$ cat src/agfs_pkg.sv
/*
 * Package for the per-axis pin function block: register byte offsets,
 * field layout, function codes, reset values and the drive status carrier.
 * Assumes a 32-bit APB slave with one aligned word per register.
 */
`default_nettype none

package agfs_pkg;

   // Geometry.
   localparam int AXES = 4;
   localparam int PINS = 8;
   localparam int FN_W = 2;
   localparam int WORD_W = 16;

   // Register byte offsets.
   localparam logic [7:0] OFS_COMMAND = 8'h00;
   localparam logic [7:0] OFS_DATA_WRITE_LOW_WORD = 8'h04;
   localparam logic [7:0] OFS_OUTPUT_DATA_FIRST = 8'h08;
   localparam logic [7:0] OFS_OUTPUT_DATA_SECOND = 8'h0c;
   localparam logic [7:0] OFS_PIN_LEVEL_XY_AXES = 8'h10;
   localparam logic [7:0] OFS_PIN_LEVEL_ZU_AXES = 8'h14;
   localparam logic [7:0] OFS_EXT_DRIVE_CTRL = 8'h18;
   localparam logic [7:0] OFS_SYNC_EDGE_SELECT = 8'h1c;

   // Command register fields.
   localparam int CMD_CODE_LSB = 0;
   localparam int CMD_CODE_W = 8;
   localparam int CMD_AXIS_LSB = 8;
   localparam logic [7:0] CMD_PIN_FUNCTION_SET = 8'h21;

   // External drive control fields: enable per axis, then mode per axis.
   localparam int EXT_EN_LSB = 0;
   localparam int EXT_MODE_LSB = 4;

   // Pins that start external-signal driving, and the last pin that carries a sync pulse.
   localparam int PIN_REL_START = 4;
   localparam int PIN_CONT_START = 5;
   localparam int PIN_SYNC_LAST = 3;

   // Function codes of one two-bit field.
   localparam logic [1:0] FN_GP_INPUT = 2'h0;
   localparam logic [1:0] FN_GP_OUTPUT = 2'h1;
   localparam logic [1:0] FN_DRIVE_STATUS = 2'h2;
   localparam logic [1:0] FN_SYNC_COMPARE = 2'h3;

   // Reset values.
   localparam logic [15:0] RST_PIN_FUNCTION = 16'h0000;
   localparam logic [15:0] RST_WORD = 16'h0000;
   localparam logic [7:0] RST_EXT_CTRL = 8'h00;
   localparam logic [31:0] RST_SYNC_EDGE = 32'h0000_0000;

   // Drive state of one axis as seen from the motion logic.
   typedef struct packed {
      logic decelerating;
      logic accelerating;
      logic driving;
   } agfs_drive_status_t;

endpackage : agfs_pkg

`default_nettype wire

$ cat src/agfs_gpio.sv
/*
 * Per-axis general purpose pin block with function select, APB registers,
 * pin level read-back, synchronous trigger events and external drive start.
 * Assumes pin levels, drive status, sync pulses and compare results are
 * synchronous to pclk; the bench resolves each pin wire from pin_oe_n.
 */
// Our own choices: the APB register port and the register offsets.
`default_nettype none

module agfs_gpio #(
   parameter int AXES = agfs_pkg::AXES,
   parameter int PINS = agfs_pkg::PINS
) (
   // Clock and reset
   input wire logic pclk,
   input wire logic presetn,
   // APB slave
   input wire logic psel,
   input wire logic penable,
   input wire logic pwrite,
   input wire logic [7:0] paddr,
   input wire logic [31:0] pwdata,
   output logic [31:0] prdata,
   output logic pready,
   output logic pslverr,
   // Pins, axis a pin k at index a*PINS+k
   input wire logic [AXES*PINS-1:0] axis_io_pin_in,
   output logic [AXES*PINS-1:0] axis_io_pin_out,
   output logic [AXES*PINS-1:0] axis_io_pin_oe_n,
   // Motion logic sources
   input wire agfs_pkg::agfs_drive_status_t [AXES-1:0] drive_status,
   input wire logic [AXES*4-1:0] sync_pulse,
   input wire logic [AXES*4-1:0] compare_result,
   // Events towards motion logic
   output logic [AXES*PINS-1:0] sync_trigger,
   output logic [AXES-1:0] ext_rel_start,
   output logic [AXES-1:0] ext_cont_start
);

   localparam int NP = AXES * PINS;

   logic [15:0] pin_function_reg [AXES];
   logic [15:0] data_write_low_word_reg;
   logic [15:0] output_data_first_reg;
   logic [15:0] output_data_second_reg;
   logic [7:0] ext_ctrl_reg;
   logic [31:0] sync_edge_reg;
   logic [NP-1:0] level_reg;
   logic [NP-1:0] level_prev_reg;
   logic [1:0] primed_reg;
   logic [NP-1:0] out_next;
   logic [NP-1:0] oe_n_next;
   logic [NP-1:0] trig_next;
   logic [AXES-1:0] rel_next;
   logic [AXES-1:0] cont_next;
   logic [31:0] rdata_next;
   logic err_next;
   logic [31:0] gp_out_bits;
   logic access;
   logic wr_fire;
   logic cmd_fire;

   // Every access answers in its second access cycle; the write lands then.
   assign access = psel & penable & ~pready;
   assign wr_fire = psel & penable & pready & pwrite;
   assign cmd_fire = wr_fire && (paddr == agfs_pkg::OFS_COMMAND)
      && (pwdata[agfs_pkg::CMD_CODE_LSB +: agfs_pkg::CMD_CODE_W]
          == agfs_pkg::CMD_PIN_FUNCTION_SET);
   assign gp_out_bits = {output_data_second_reg, output_data_first_reg};

   always_ff @(posedge pclk or negedge presetn)
   begin
      if (!presetn)
      begin
         pready <= 1'b0;
      end
      else
      begin
         pready <= access;
      end
   end

   always_comb
   begin
      rdata_next = 32'h0000_0000;
      err_next = 1'b0;
      unique case (paddr)
         agfs_pkg::OFS_COMMAND:
         begin
            err_next = ~pwrite;
         end
         agfs_pkg::OFS_DATA_WRITE_LOW_WORD:
         begin
            rdata_next = {16'h0000, data_write_low_word_reg};
         end
         agfs_pkg::OFS_OUTPUT_DATA_FIRST:
         begin
            rdata_next = {16'h0000, output_data_first_reg};
         end
         agfs_pkg::OFS_OUTPUT_DATA_SECOND:
         begin
            rdata_next = {16'h0000, output_data_second_reg};
         end
         agfs_pkg::OFS_PIN_LEVEL_XY_AXES:
         begin
            rdata_next = {16'h0000, level_reg[15:0]};
            err_next = pwrite;
         end
         agfs_pkg::OFS_PIN_LEVEL_ZU_AXES:
         begin
            rdata_next = {16'h0000, level_reg[31:16]};
            err_next = pwrite;
         end
         agfs_pkg::OFS_EXT_DRIVE_CTRL:
         begin
            rdata_next = {24'h000000, ext_ctrl_reg};
         end
         agfs_pkg::OFS_SYNC_EDGE_SELECT:
         begin
            rdata_next = sync_edge_reg;
         end
         default:
         begin
            err_next = 1'b1;
         end
      endcase
   end

   always_ff @(posedge pclk or negedge presetn)
   begin
      if (!presetn)
      begin
         prdata <= 32'h0000_0000;
         pslverr <= 1'b0;
      end
      else if (access)
      begin
         prdata <= pwrite ? 32'h0000_0000 : rdata_next;
         pslverr <= err_next;
      end
      else
      begin
         prdata <= 32'h0000_0000;
         pslverr <= 1'b0;
      end
   end

   always_ff @(posedge pclk or negedge presetn)
   begin
      if (!presetn)
      begin
         data_write_low_word_reg <= agfs_pkg::RST_WORD;
         output_data_first_reg <= agfs_pkg::RST_WORD;
         output_data_second_reg <= agfs_pkg::RST_WORD;
         ext_ctrl_reg <= agfs_pkg::RST_EXT_CTRL;
         sync_edge_reg <= agfs_pkg::RST_SYNC_EDGE;
      end
      else if (wr_fire)
      begin
         if (paddr == agfs_pkg::OFS_DATA_WRITE_LOW_WORD)
         begin
            data_write_low_word_reg <= pwdata[15:0];
         end
         if (paddr == agfs_pkg::OFS_OUTPUT_DATA_FIRST)
         begin
            output_data_first_reg <= pwdata[15:0];
         end
         if (paddr == agfs_pkg::OFS_OUTPUT_DATA_SECOND)
         begin
            output_data_second_reg <= pwdata[15:0];
         end
         if (paddr == agfs_pkg::OFS_EXT_DRIVE_CTRL)
         begin
            ext_ctrl_reg <= pwdata[7:0];
         end
         if (paddr == agfs_pkg::OFS_SYNC_EDGE_SELECT)
         begin
            sync_edge_reg <= pwdata;
         end
      end
   end

   // Pin levels are sampled once; the read-back shows the wire, not the driver.
   always_ff @(posedge pclk or negedge presetn)
   begin
      if (!presetn)
      begin
         level_reg <= '0;
         level_prev_reg <= '0;
      end
      else
      begin
         level_reg <= axis_io_pin_in;
         level_prev_reg <= level_reg;
      end
   end

   // The previous sample only means something from the second edge after reset;
   // without this gate a pin that idles high would raise a false edge event.
   always_ff @(posedge pclk or negedge presetn)
   begin
      if (!presetn)
      begin
         primed_reg <= 2'h0;
      end
      else
      begin
         primed_reg <= {primed_reg[0], 1'h1};
      end
   end

   genvar a;
   genvar k;
   generate
      for (a = 0; a < AXES; a++)
      begin : g_axis
         logic ext_en;
         logic ext_change;
         logic rel_in;
         logic cont_in;

         // One command may load several axes at once through the axis mask.
         always_ff @(posedge pclk or negedge presetn)
         begin
            if (!presetn)
            begin
               pin_function_reg[a] <= agfs_pkg::RST_PIN_FUNCTION;
            end
            else if (cmd_fire && pwdata[agfs_pkg::CMD_AXIS_LSB + a])
            begin
               pin_function_reg[a] <= data_write_low_word_reg;
            end
         end

         for (k = 0; k < PINS; k++)
         begin : g_pin
            localparam int P = a * PINS + k;
            logic [1:0] fn;
            logic rise;
            logic fall;
            logic src;

            assign fn = pin_function_reg[a][2*k +: agfs_pkg::FN_W];
            assign rise = level_reg[P] & ~level_prev_reg[P] & primed_reg[1];
            assign fall = ~level_reg[P] & level_prev_reg[P] & primed_reg[1];

            always_comb
            begin
               src = 1'b0;
               unique case (fn)
                  agfs_pkg::FN_GP_INPUT:
                  begin
                     src = 1'b0;
                  end
                  agfs_pkg::FN_GP_OUTPUT:
                  begin
                     src = gp_out_bits[P];
                  end
                  agfs_pkg::FN_DRIVE_STATUS:
                  begin
                     src = drive_status[a][k % 3];
                  end
                  agfs_pkg::FN_SYNC_COMPARE:
                  begin
                     if (k <= agfs_pkg::PIN_SYNC_LAST)
                     begin
                        src = sync_pulse[a*4 + (k % 4)];
                     end
                     else
                     begin
                        src = compare_result[a*4 + (k % 4)];
                     end
                  end
               endcase
            end

            assign out_next[P] = src;
            assign oe_n_next[P] = (fn == agfs_pkg::FN_GP_INPUT);
            // Triggers only count while the pin is an input.
            assign trig_next[P] = (fn == agfs_pkg::FN_GP_INPUT)
               && (sync_edge_reg[P] ? fall : rise);
         end

         // A disabled external drive leaves pins 4 and 5 as plain inputs.
         assign ext_en = ext_ctrl_reg[agfs_pkg::EXT_EN_LSB + a];
         assign ext_change = ext_ctrl_reg[agfs_pkg::EXT_MODE_LSB + a];
         assign rel_in = (g_pin[agfs_pkg::PIN_REL_START].fn == agfs_pkg::FN_GP_INPUT)
            && (ext_change
                ? (level_reg[a*PINS + agfs_pkg::PIN_REL_START]
                   & ~level_prev_reg[a*PINS + agfs_pkg::PIN_REL_START] & primed_reg[1])
                : level_reg[a*PINS + agfs_pkg::PIN_REL_START]);
         assign cont_in = (g_pin[agfs_pkg::PIN_CONT_START].fn == agfs_pkg::FN_GP_INPUT)
            && (ext_change
                ? (level_reg[a*PINS + agfs_pkg::PIN_CONT_START]
                   & ~level_prev_reg[a*PINS + agfs_pkg::PIN_CONT_START] & primed_reg[1])
                : level_reg[a*PINS + agfs_pkg::PIN_CONT_START]);
         assign rel_next[a] = ext_en & rel_in;
         assign cont_next[a] = ext_en & cont_in;
      end
   endgenerate

   // Outputs are registered so the pads see clean edges; this costs one cycle.
   always_ff @(posedge pclk or negedge presetn)
   begin
      if (!presetn)
      begin
         axis_io_pin_out <= '0;
         axis_io_pin_oe_n <= '1;
      end
      else
      begin
         axis_io_pin_out <= out_next;
         axis_io_pin_oe_n <= oe_n_next;
      end
   end

   always_ff @(posedge pclk or negedge presetn)
   begin
      if (!presetn)
      begin
         sync_trigger <= '0;
         ext_rel_start <= '0;
         ext_cont_start <= '0;
      end
      else
      begin
         sync_trigger <= trig_next;
         ext_rel_start <= rel_next;
         ext_cont_start <= cont_next;
      end
   end

endmodule : agfs_gpio

`default_nettype wire

$ cat config.mk
export PLATFORM = sky130hd
export DESIGN_NAME = agfs_gpio
export DESIGN_NICKNAME = d
export VERILOG_FILES = /design/src/agfs_pkg.sv /design/src/agfs_gpio.sv
export SDC_FILE = /design/constraint.sdc
export NUM_CORES = 1
export LEC_CHECK = 0
export BUFFER_PORTS_ARGS = -buffer_cell sky130_fd_sc_hd__buf_2
export CORE_MARGIN = 10
export CORE_UTILIZATION = 40
export DETAILED_ROUTE_END_ITERATION = 8
export GPL_TIMING_DRIVEN = 0
export HOLD_SLACK_MARGIN = 0.15
export REMOVE_ABC_BUFFERS = 1
export SLEW_MARGIN = 20
export SYNTH_ARGS = -nofsm -noshare
export SYNTH_HDL_FRONTEND = slang
export SYNTH_SLANG_ARGS = --single-unit
$ cat constraint.sdc
create_clock -name pclk -period 2.2 [get_ports pclk]
set_input_delay 0.44 -clock pclk [delete_from_list [all_inputs] [get_ports pclk]]
set_output_delay 0.44 -clock pclk [all_outputs]
set_load 0.05 [all_outputs]
==> Word-level counts from Yosys, hierarchy flattened <==
Index checks and enable logic that the tools add are counted.
{ "totals": {"ff_bits": 356, "word_cells": 493, "mem_bits_ro": 0, "output_inout_bits": 138, "latch_bits": 0, "input_bits": 121, "n_memories": 0, "mem_bits_rw": 0} }
{ "classes": {"div": 0, "n_addsub": 0, "n_shift": 0, "n_mux": 77, "multipliers": 0, "bitwise_logic": 206, "n_reduce_logical": 86, "n_eq_ne": 104, "order_cmp": 0} }
{ "ops": {"columns": ["cell", "count"], "rows": [
  ["32-bit case mux with 7 select lines", 1],
  ["1-bit bitwise AND", 140],
  ["2-bit equality test, second input constant", 64],
  ["1-bit case mux with 4 select lines", 32],
  ["1-bit NOT", 66],
  ["2-bit by 1-bit equality test with 1-bit output, second input constant", 32],
  ["2-bit logical NOT", 32],
  ["32-bit 2-to-1 mux", 2],
  ["1-bit logical AND", 46],
  ["1-bit 2-to-1 mux", 41],
  ["8-bit by 5-bit equality test with 1-bit output, second input constant", 4],
  ["8-bit by 4-bit equality test with 1-bit output, second input constant", 2],
  ["2-bit AND reduction", 5],
  ["8-bit by 3-bit equality test with 1-bit output, second input constant", 1],
  ["8-bit by 6-bit equality test with 1-bit output, second input constant", 1],
  ["8-bit logical NOT", 1],
  ["5-bit OR reduction", 1],
  ["1-bit case mux with 3 select lines", 1],
  ["2-bit OR reduction", 1]
]} }

==> Logic depth before layout (Yosys ltp) <==
{ "logic_depth": {"word_depth": 6, "ltp_mapped": 7, "depth_no_buf": 4} }

==> Worst setup path after synthesis <==
OpenSTA, ideal clock, no wires.
{ "synth_timing": {"path_kind": "input to register", "start": "input paddr[2]", "end": "register pin_function_reg (netlist bit g_axis[0].g_pin[3].fn[0])", "required_time_ps": 2075, "arrival_ps": 2074, "path_buffers": 3, "setup_time_ps": 125, "path_stages": 7, "path_slack_ps": 1, "path_cell_list": "buf_6 > or4_4 > nor4_4 > and3_1 > buf_6 > buf_12 > mux2_4"} }
{ "synth_between": {"elab_chain_len": 4} }
{ "synth_rtl": {"columns": ["element", "line", "text"], "rows": [
  ["from (decl)", "agfs_gpio.sv:21", "input wire logic [7:0] paddr,"],
  ["8-bit logical NOT", "agfs_gpio.sv:66", "assign cmd_fire = wr_fire && (paddr == agfs_pkg::OFS_COMMAND)"],
  ["1-bit logical AND", "agfs_gpio.sv:66", null],
  ["1-bit logical AND", "agfs_gpio.sv:67", "&& (pwdata[agfs_pkg::CMD_CODE_LSB +: agfs_pkg::CMD_CODE_W]"],
  ["1-bit logical AND", "agfs_gpio.sv:229", "else if (cmd_fire && pwdata[agfs_pkg::CMD_AXIS_LSB + a])"],
  ["to (signal, indexed assignment)", "agfs_gpio.sv:227", "pin_function_reg[a] <= agfs_pkg::RST_PIN_FUNCTION;"],
  ["to (signal, indexed assignment)", "agfs_gpio.sv:231", "pin_function_reg[a] <= data_write_low_word_reg;"],
  ["to (decl)", "agfs_gpio.sv:42", "logic [15:0] pin_function_reg [AXES];"]
]} }
No other way between the ends.
A chain may end at the register's enable or synchronous reset.

==> Final worst setup path <==
{ "layout_timing": {"start": "input paddr[3]", "end": "register output_data_first_reg[14]"} }
{ "layout_between": {"elab_chain_len": 2} }
{ "layout_rtl": {"columns": ["element", "line", "text"], "rows": [
  ["8-bit by 4-bit equality test with 1-bit output", "agfs_gpio.sv:164", "if (paddr == agfs_pkg::OFS_OUTPUT_DATA_FIRST)"],
  ["2-bit AND reduction (no source line)", null, null],
  ["to (signal assigned)", "agfs_gpio.sv:153", "output_data_first_reg <= agfs_pkg::RST_WORD;"],
  ["to (signal assigned)", "agfs_gpio.sv:166", "output_data_first_reg <= pwdata[15:0];"],
  ["to (decl)", "agfs_gpio.sv:44", "logic [15:0] output_data_first_reg;"]
]} }
No other way between the ends.

==> impl_metrics.tcl <==
set metrics [dict create \
    status "finished clean" \
    cts.sinks 356 \
    cts_tree "done" \
    area_delta_synth_final_pct 28.30 \
    drt_wl_total_um 42020 \
    clock_latency_ns 0.54 \
    avgSynthCellArea_sq_um 13.79 \
    die_area_sq_um 43090 \
    worstPathCellList "buf_4, nor2b_2, nand3_4, mux2_2" \
    r2r-start "pready" \
    yosys.cell_types.count 44 \
    crit_type "in2reg" \
    finalSetupViolCount 0 \
    ys_seq_area_share_pct 63.57 \
    period_needed_ns 2.133 \
    synth_area_sq_um 14080 \
    startpoint "paddr[3]" \
    design.final.nets 1479 \
    seqCellArea_sq_um 8950 \
    pre_cts_ws_ns -1.521 \
    slew_headroom_pct 30.10 \
    startpoint_type "input port" \
    worst_slew_pin_slew_ns 1.045 \
    gp_congestion 0.7795 \
    final_max_slew_viol_count 0 \
    grt_max_degree 100 \
    grt_pass1_wl_um 64110 \
    drive_gt1_share_pct 45.76 \
    largest_reg_flops 64 \
    dpl.hpwl_um 29210 \
    synth_enable_flop_cells 0 \
    io_pins 259 \
    start_util_pct 40.65 \
    ys_top_cells_by_area "dfrtp_1, mux2_2, dfstp_2" \
    grt-ovfl-total 0 \
    cts_made_buffers 40 \
    multi_input_area_sq_um 4975 \
    synth_top_cell_area_share_pct 57.60 \
    cap_violations 0 \
    die_h_um 207.6 \
    ant_nets 0 \
    p_per_area_nw_per_um2 790.8 \
    grt_pass1_vias 10230 \
    critical_path_buf_inv_count 1 \
    slowest_delay_ns 0.63 \
    netlist_instances 1021 \
    dr.pass1.iters 4 \
    dp.cells 1708 \
    path_clk_slew_ns 0.06 \
    drc 0 \
    async_flop_share_pct 100.0 \
    clock_path_buffers 3 \
    worst_slack_ns 0.06659 \
    root_buffer "clkbuf_16" \
    fin_skew_ns 0.02016 \
    fmax_mhz 468.7 \
    htreeDepth 2 \
    ys_ff_latch 356 \
    end_kind "register" \
    static-leakage-power_nw 8.729 \
    ir_drop_mv 0.5582 \
    fp.dieW_um 207.6 \
    rsz0062_at_grt "no" \
    fin_cells 1847 \
    drt_iter0_drc 522 \
    core_area_sq_um 34630 \
    hold_viol 0 \
    viasPerCell 5.123 \
    hp-start "pwdata[13]" \
    antenna_found_initial 6 \
    synth_flop_cell "dfrtp_1" \
    worstPathArrival_ns 2.54 \
    hold_path_class "in2reg" \
    grt_usage_pct 19.26 \
    numPortBuffers 258 \
    wire_per_inst_um 22.75 \
    rows 68 \
    min_period_over_period_pct 96.97 \
    yosysTopAreaCell "dfrtp_1" \
    yosys_warnings 0 \
    cp_slowest_cell "nor2b_2" \
    cp_top_family "simple AND/OR/NAND/NOR gates" \
    critPathMaxFanout 38 \
    worstPathRequired_ns 2.61 \
    via_count 9462 \
    nFillCells 2970 \
]
[where the power goes]
part	total [W]	switching (W)	internal (W)	leakage [nW]
clock network	0.00679	0.00265	0.00414	0.667
registers	0.00672	0.0000734	0.00665	4.69
logic	0.000774	0.000474	0.000300	3.37
[synthesized netlist by cell type (5+ instances only)]
library cell	n
dfstp_2	32
a221oi_1	13
mux2_2	168
a21oi_1	46
clkbuf_1	17
or3b_2	29
buf_2	8
nand2_1	104
o21ai_0	37
and3_1	8
a31oi_1	5
and2_1	20
nand3_1	16
mux2_4	40
nor2_1	47
nand3b_1	30
mux2i_1	6
dfrtp_1	324
o22a_1	5
nor3_1	6
nand2b_1	9
buf_6	5
a22oi_1	7
[cells by family (layout without fill, tap and decap cells)]
family | Yosys count | in the layout | share of synthesized area, %
flip-flops | 356 | 356 | 63.57
AND/OR/NAND/NOR | 286 | 286 | 11.04
multiplexers | 215 | 215 | 18.21
AO/OA/AOI/OAI | 124 | 124 | 5.307
buffers and inverters | 39 | 408 | 1.840
other | 1 | 3 | 0.02664
[worst paths after layout]
check | cells after the start | endpoint | slack [ns]
worst min register to register | 0 | primed_reg[1] | 0.35
worst max register to register | 6 | g_axis[0].g_pin[2].fn[1] | 0.10
max in group asynchronous | 4 | axis_io_pin_oe_n[3] | 0.38
min in group asynchronous | 2 | level_prev_reg[10] | 0.45
worst min-delay path | 2 | output_data_second_reg[13] | 0.19
worst max-delay path | 4 | output_data_first_reg[14] | 0.07
[stage by stage]
stage          utilization, %  TNS (ns)  cell area [sq um]  power, W  hold slack [ns]
5_1_grt                 52.15         0              18060   0.01481           0.1831
6_report                52.15         0              18060   0.01428           0.1889
2_1_floorplan               -    -46.26              13830  0.007077           0.1444
3_5_place_dp            46.10   -218.97              15970  0.007542           0.3355
3_3_place_gp            45.31  -2622.41              15690  0.007501           0.3317
4_1_cts                 51.87         0              17960   0.01444           0.1656
[cell type report]
class | instances | area share (%)
Inverter | 3 | 0.06235
Tap cell | 455 | 3.152
Antenna cell | 2 | 0.02771
Multi-Input combinational cell | 626 | 27.55
Timing Repair Buffer | 331 | 12.10
Sequential cell | 356 | 49.56
Clock inverter | 9 | 0.5958
Clock buffer | 65 | 6.956
[metal layers]
layer | up-vias | GRT usage (%) | routed length, um
met4 | 4 | 5.670 | 1042
met5 | - | 0 | 27
met2 | 287 | 29.99 | 19370
met3 | 67 | 5.265 | 2823
li1 | 4294 | - | -
met1 | 4810 | 25.75 | 18760
[worst reg2reg max path, cell delays in order (launching register included)]
cell     delay [ns]
dfrtp_1        0.38
nand4_2        0.29
nor4_4         0.36
buf_4          0.20
and3_4         0.24
buf_12         0.17
mux2_2         0.35
[what timing repair did]
item | 4_1_cts | 5_1_grt
setup buffers | 9 | 5
hold buffers | 49 | 0
endpoints found under the hold margin | 108 | 0
gates resized for setup | 15 | 2
pin swaps | 4 | 1
setup endpoints to repair | 172 | 57
[placed cells by master, fill, tap and decap left out, types with 3 or more instances in the layout]
cell type      netlist  routed
buf_8                0       3
clkbuf_1            17      10
clkinv_2             0       3
buf_2                8     254
nand2_1            104     104
dlygate4sd3_1        0      49
nor2_1              47      46
nand3b_1            30      30
mux2_4              40      40
buf_12               4       7
a22oi_1              7       7
o21ai_0             37      37
a221oi_1            13      13
mux2i_1              6       6
nor4_4               2       3
a31oi_1              5       5
a22o_1               4       4
mux2_2             168     168
dfstp_2             32      32
inv_1                3       3
nand3_1             16      15
buf_4                0      11
nand2b_1             9       9
a211oi_1             4       4
a21oi_1             46      46
o22a_1               5       5
and3_1               8       4
buf_16               0       5
nor3_1               6       5
clkbuf_8             0      14
and2_1              20      17
clkbuf_16            0      41
and3_4               0       4
nor2b_1              4       3
dfrtp_1            324     323
or3b_2              29      29
(Power assumes the default switching activity.)
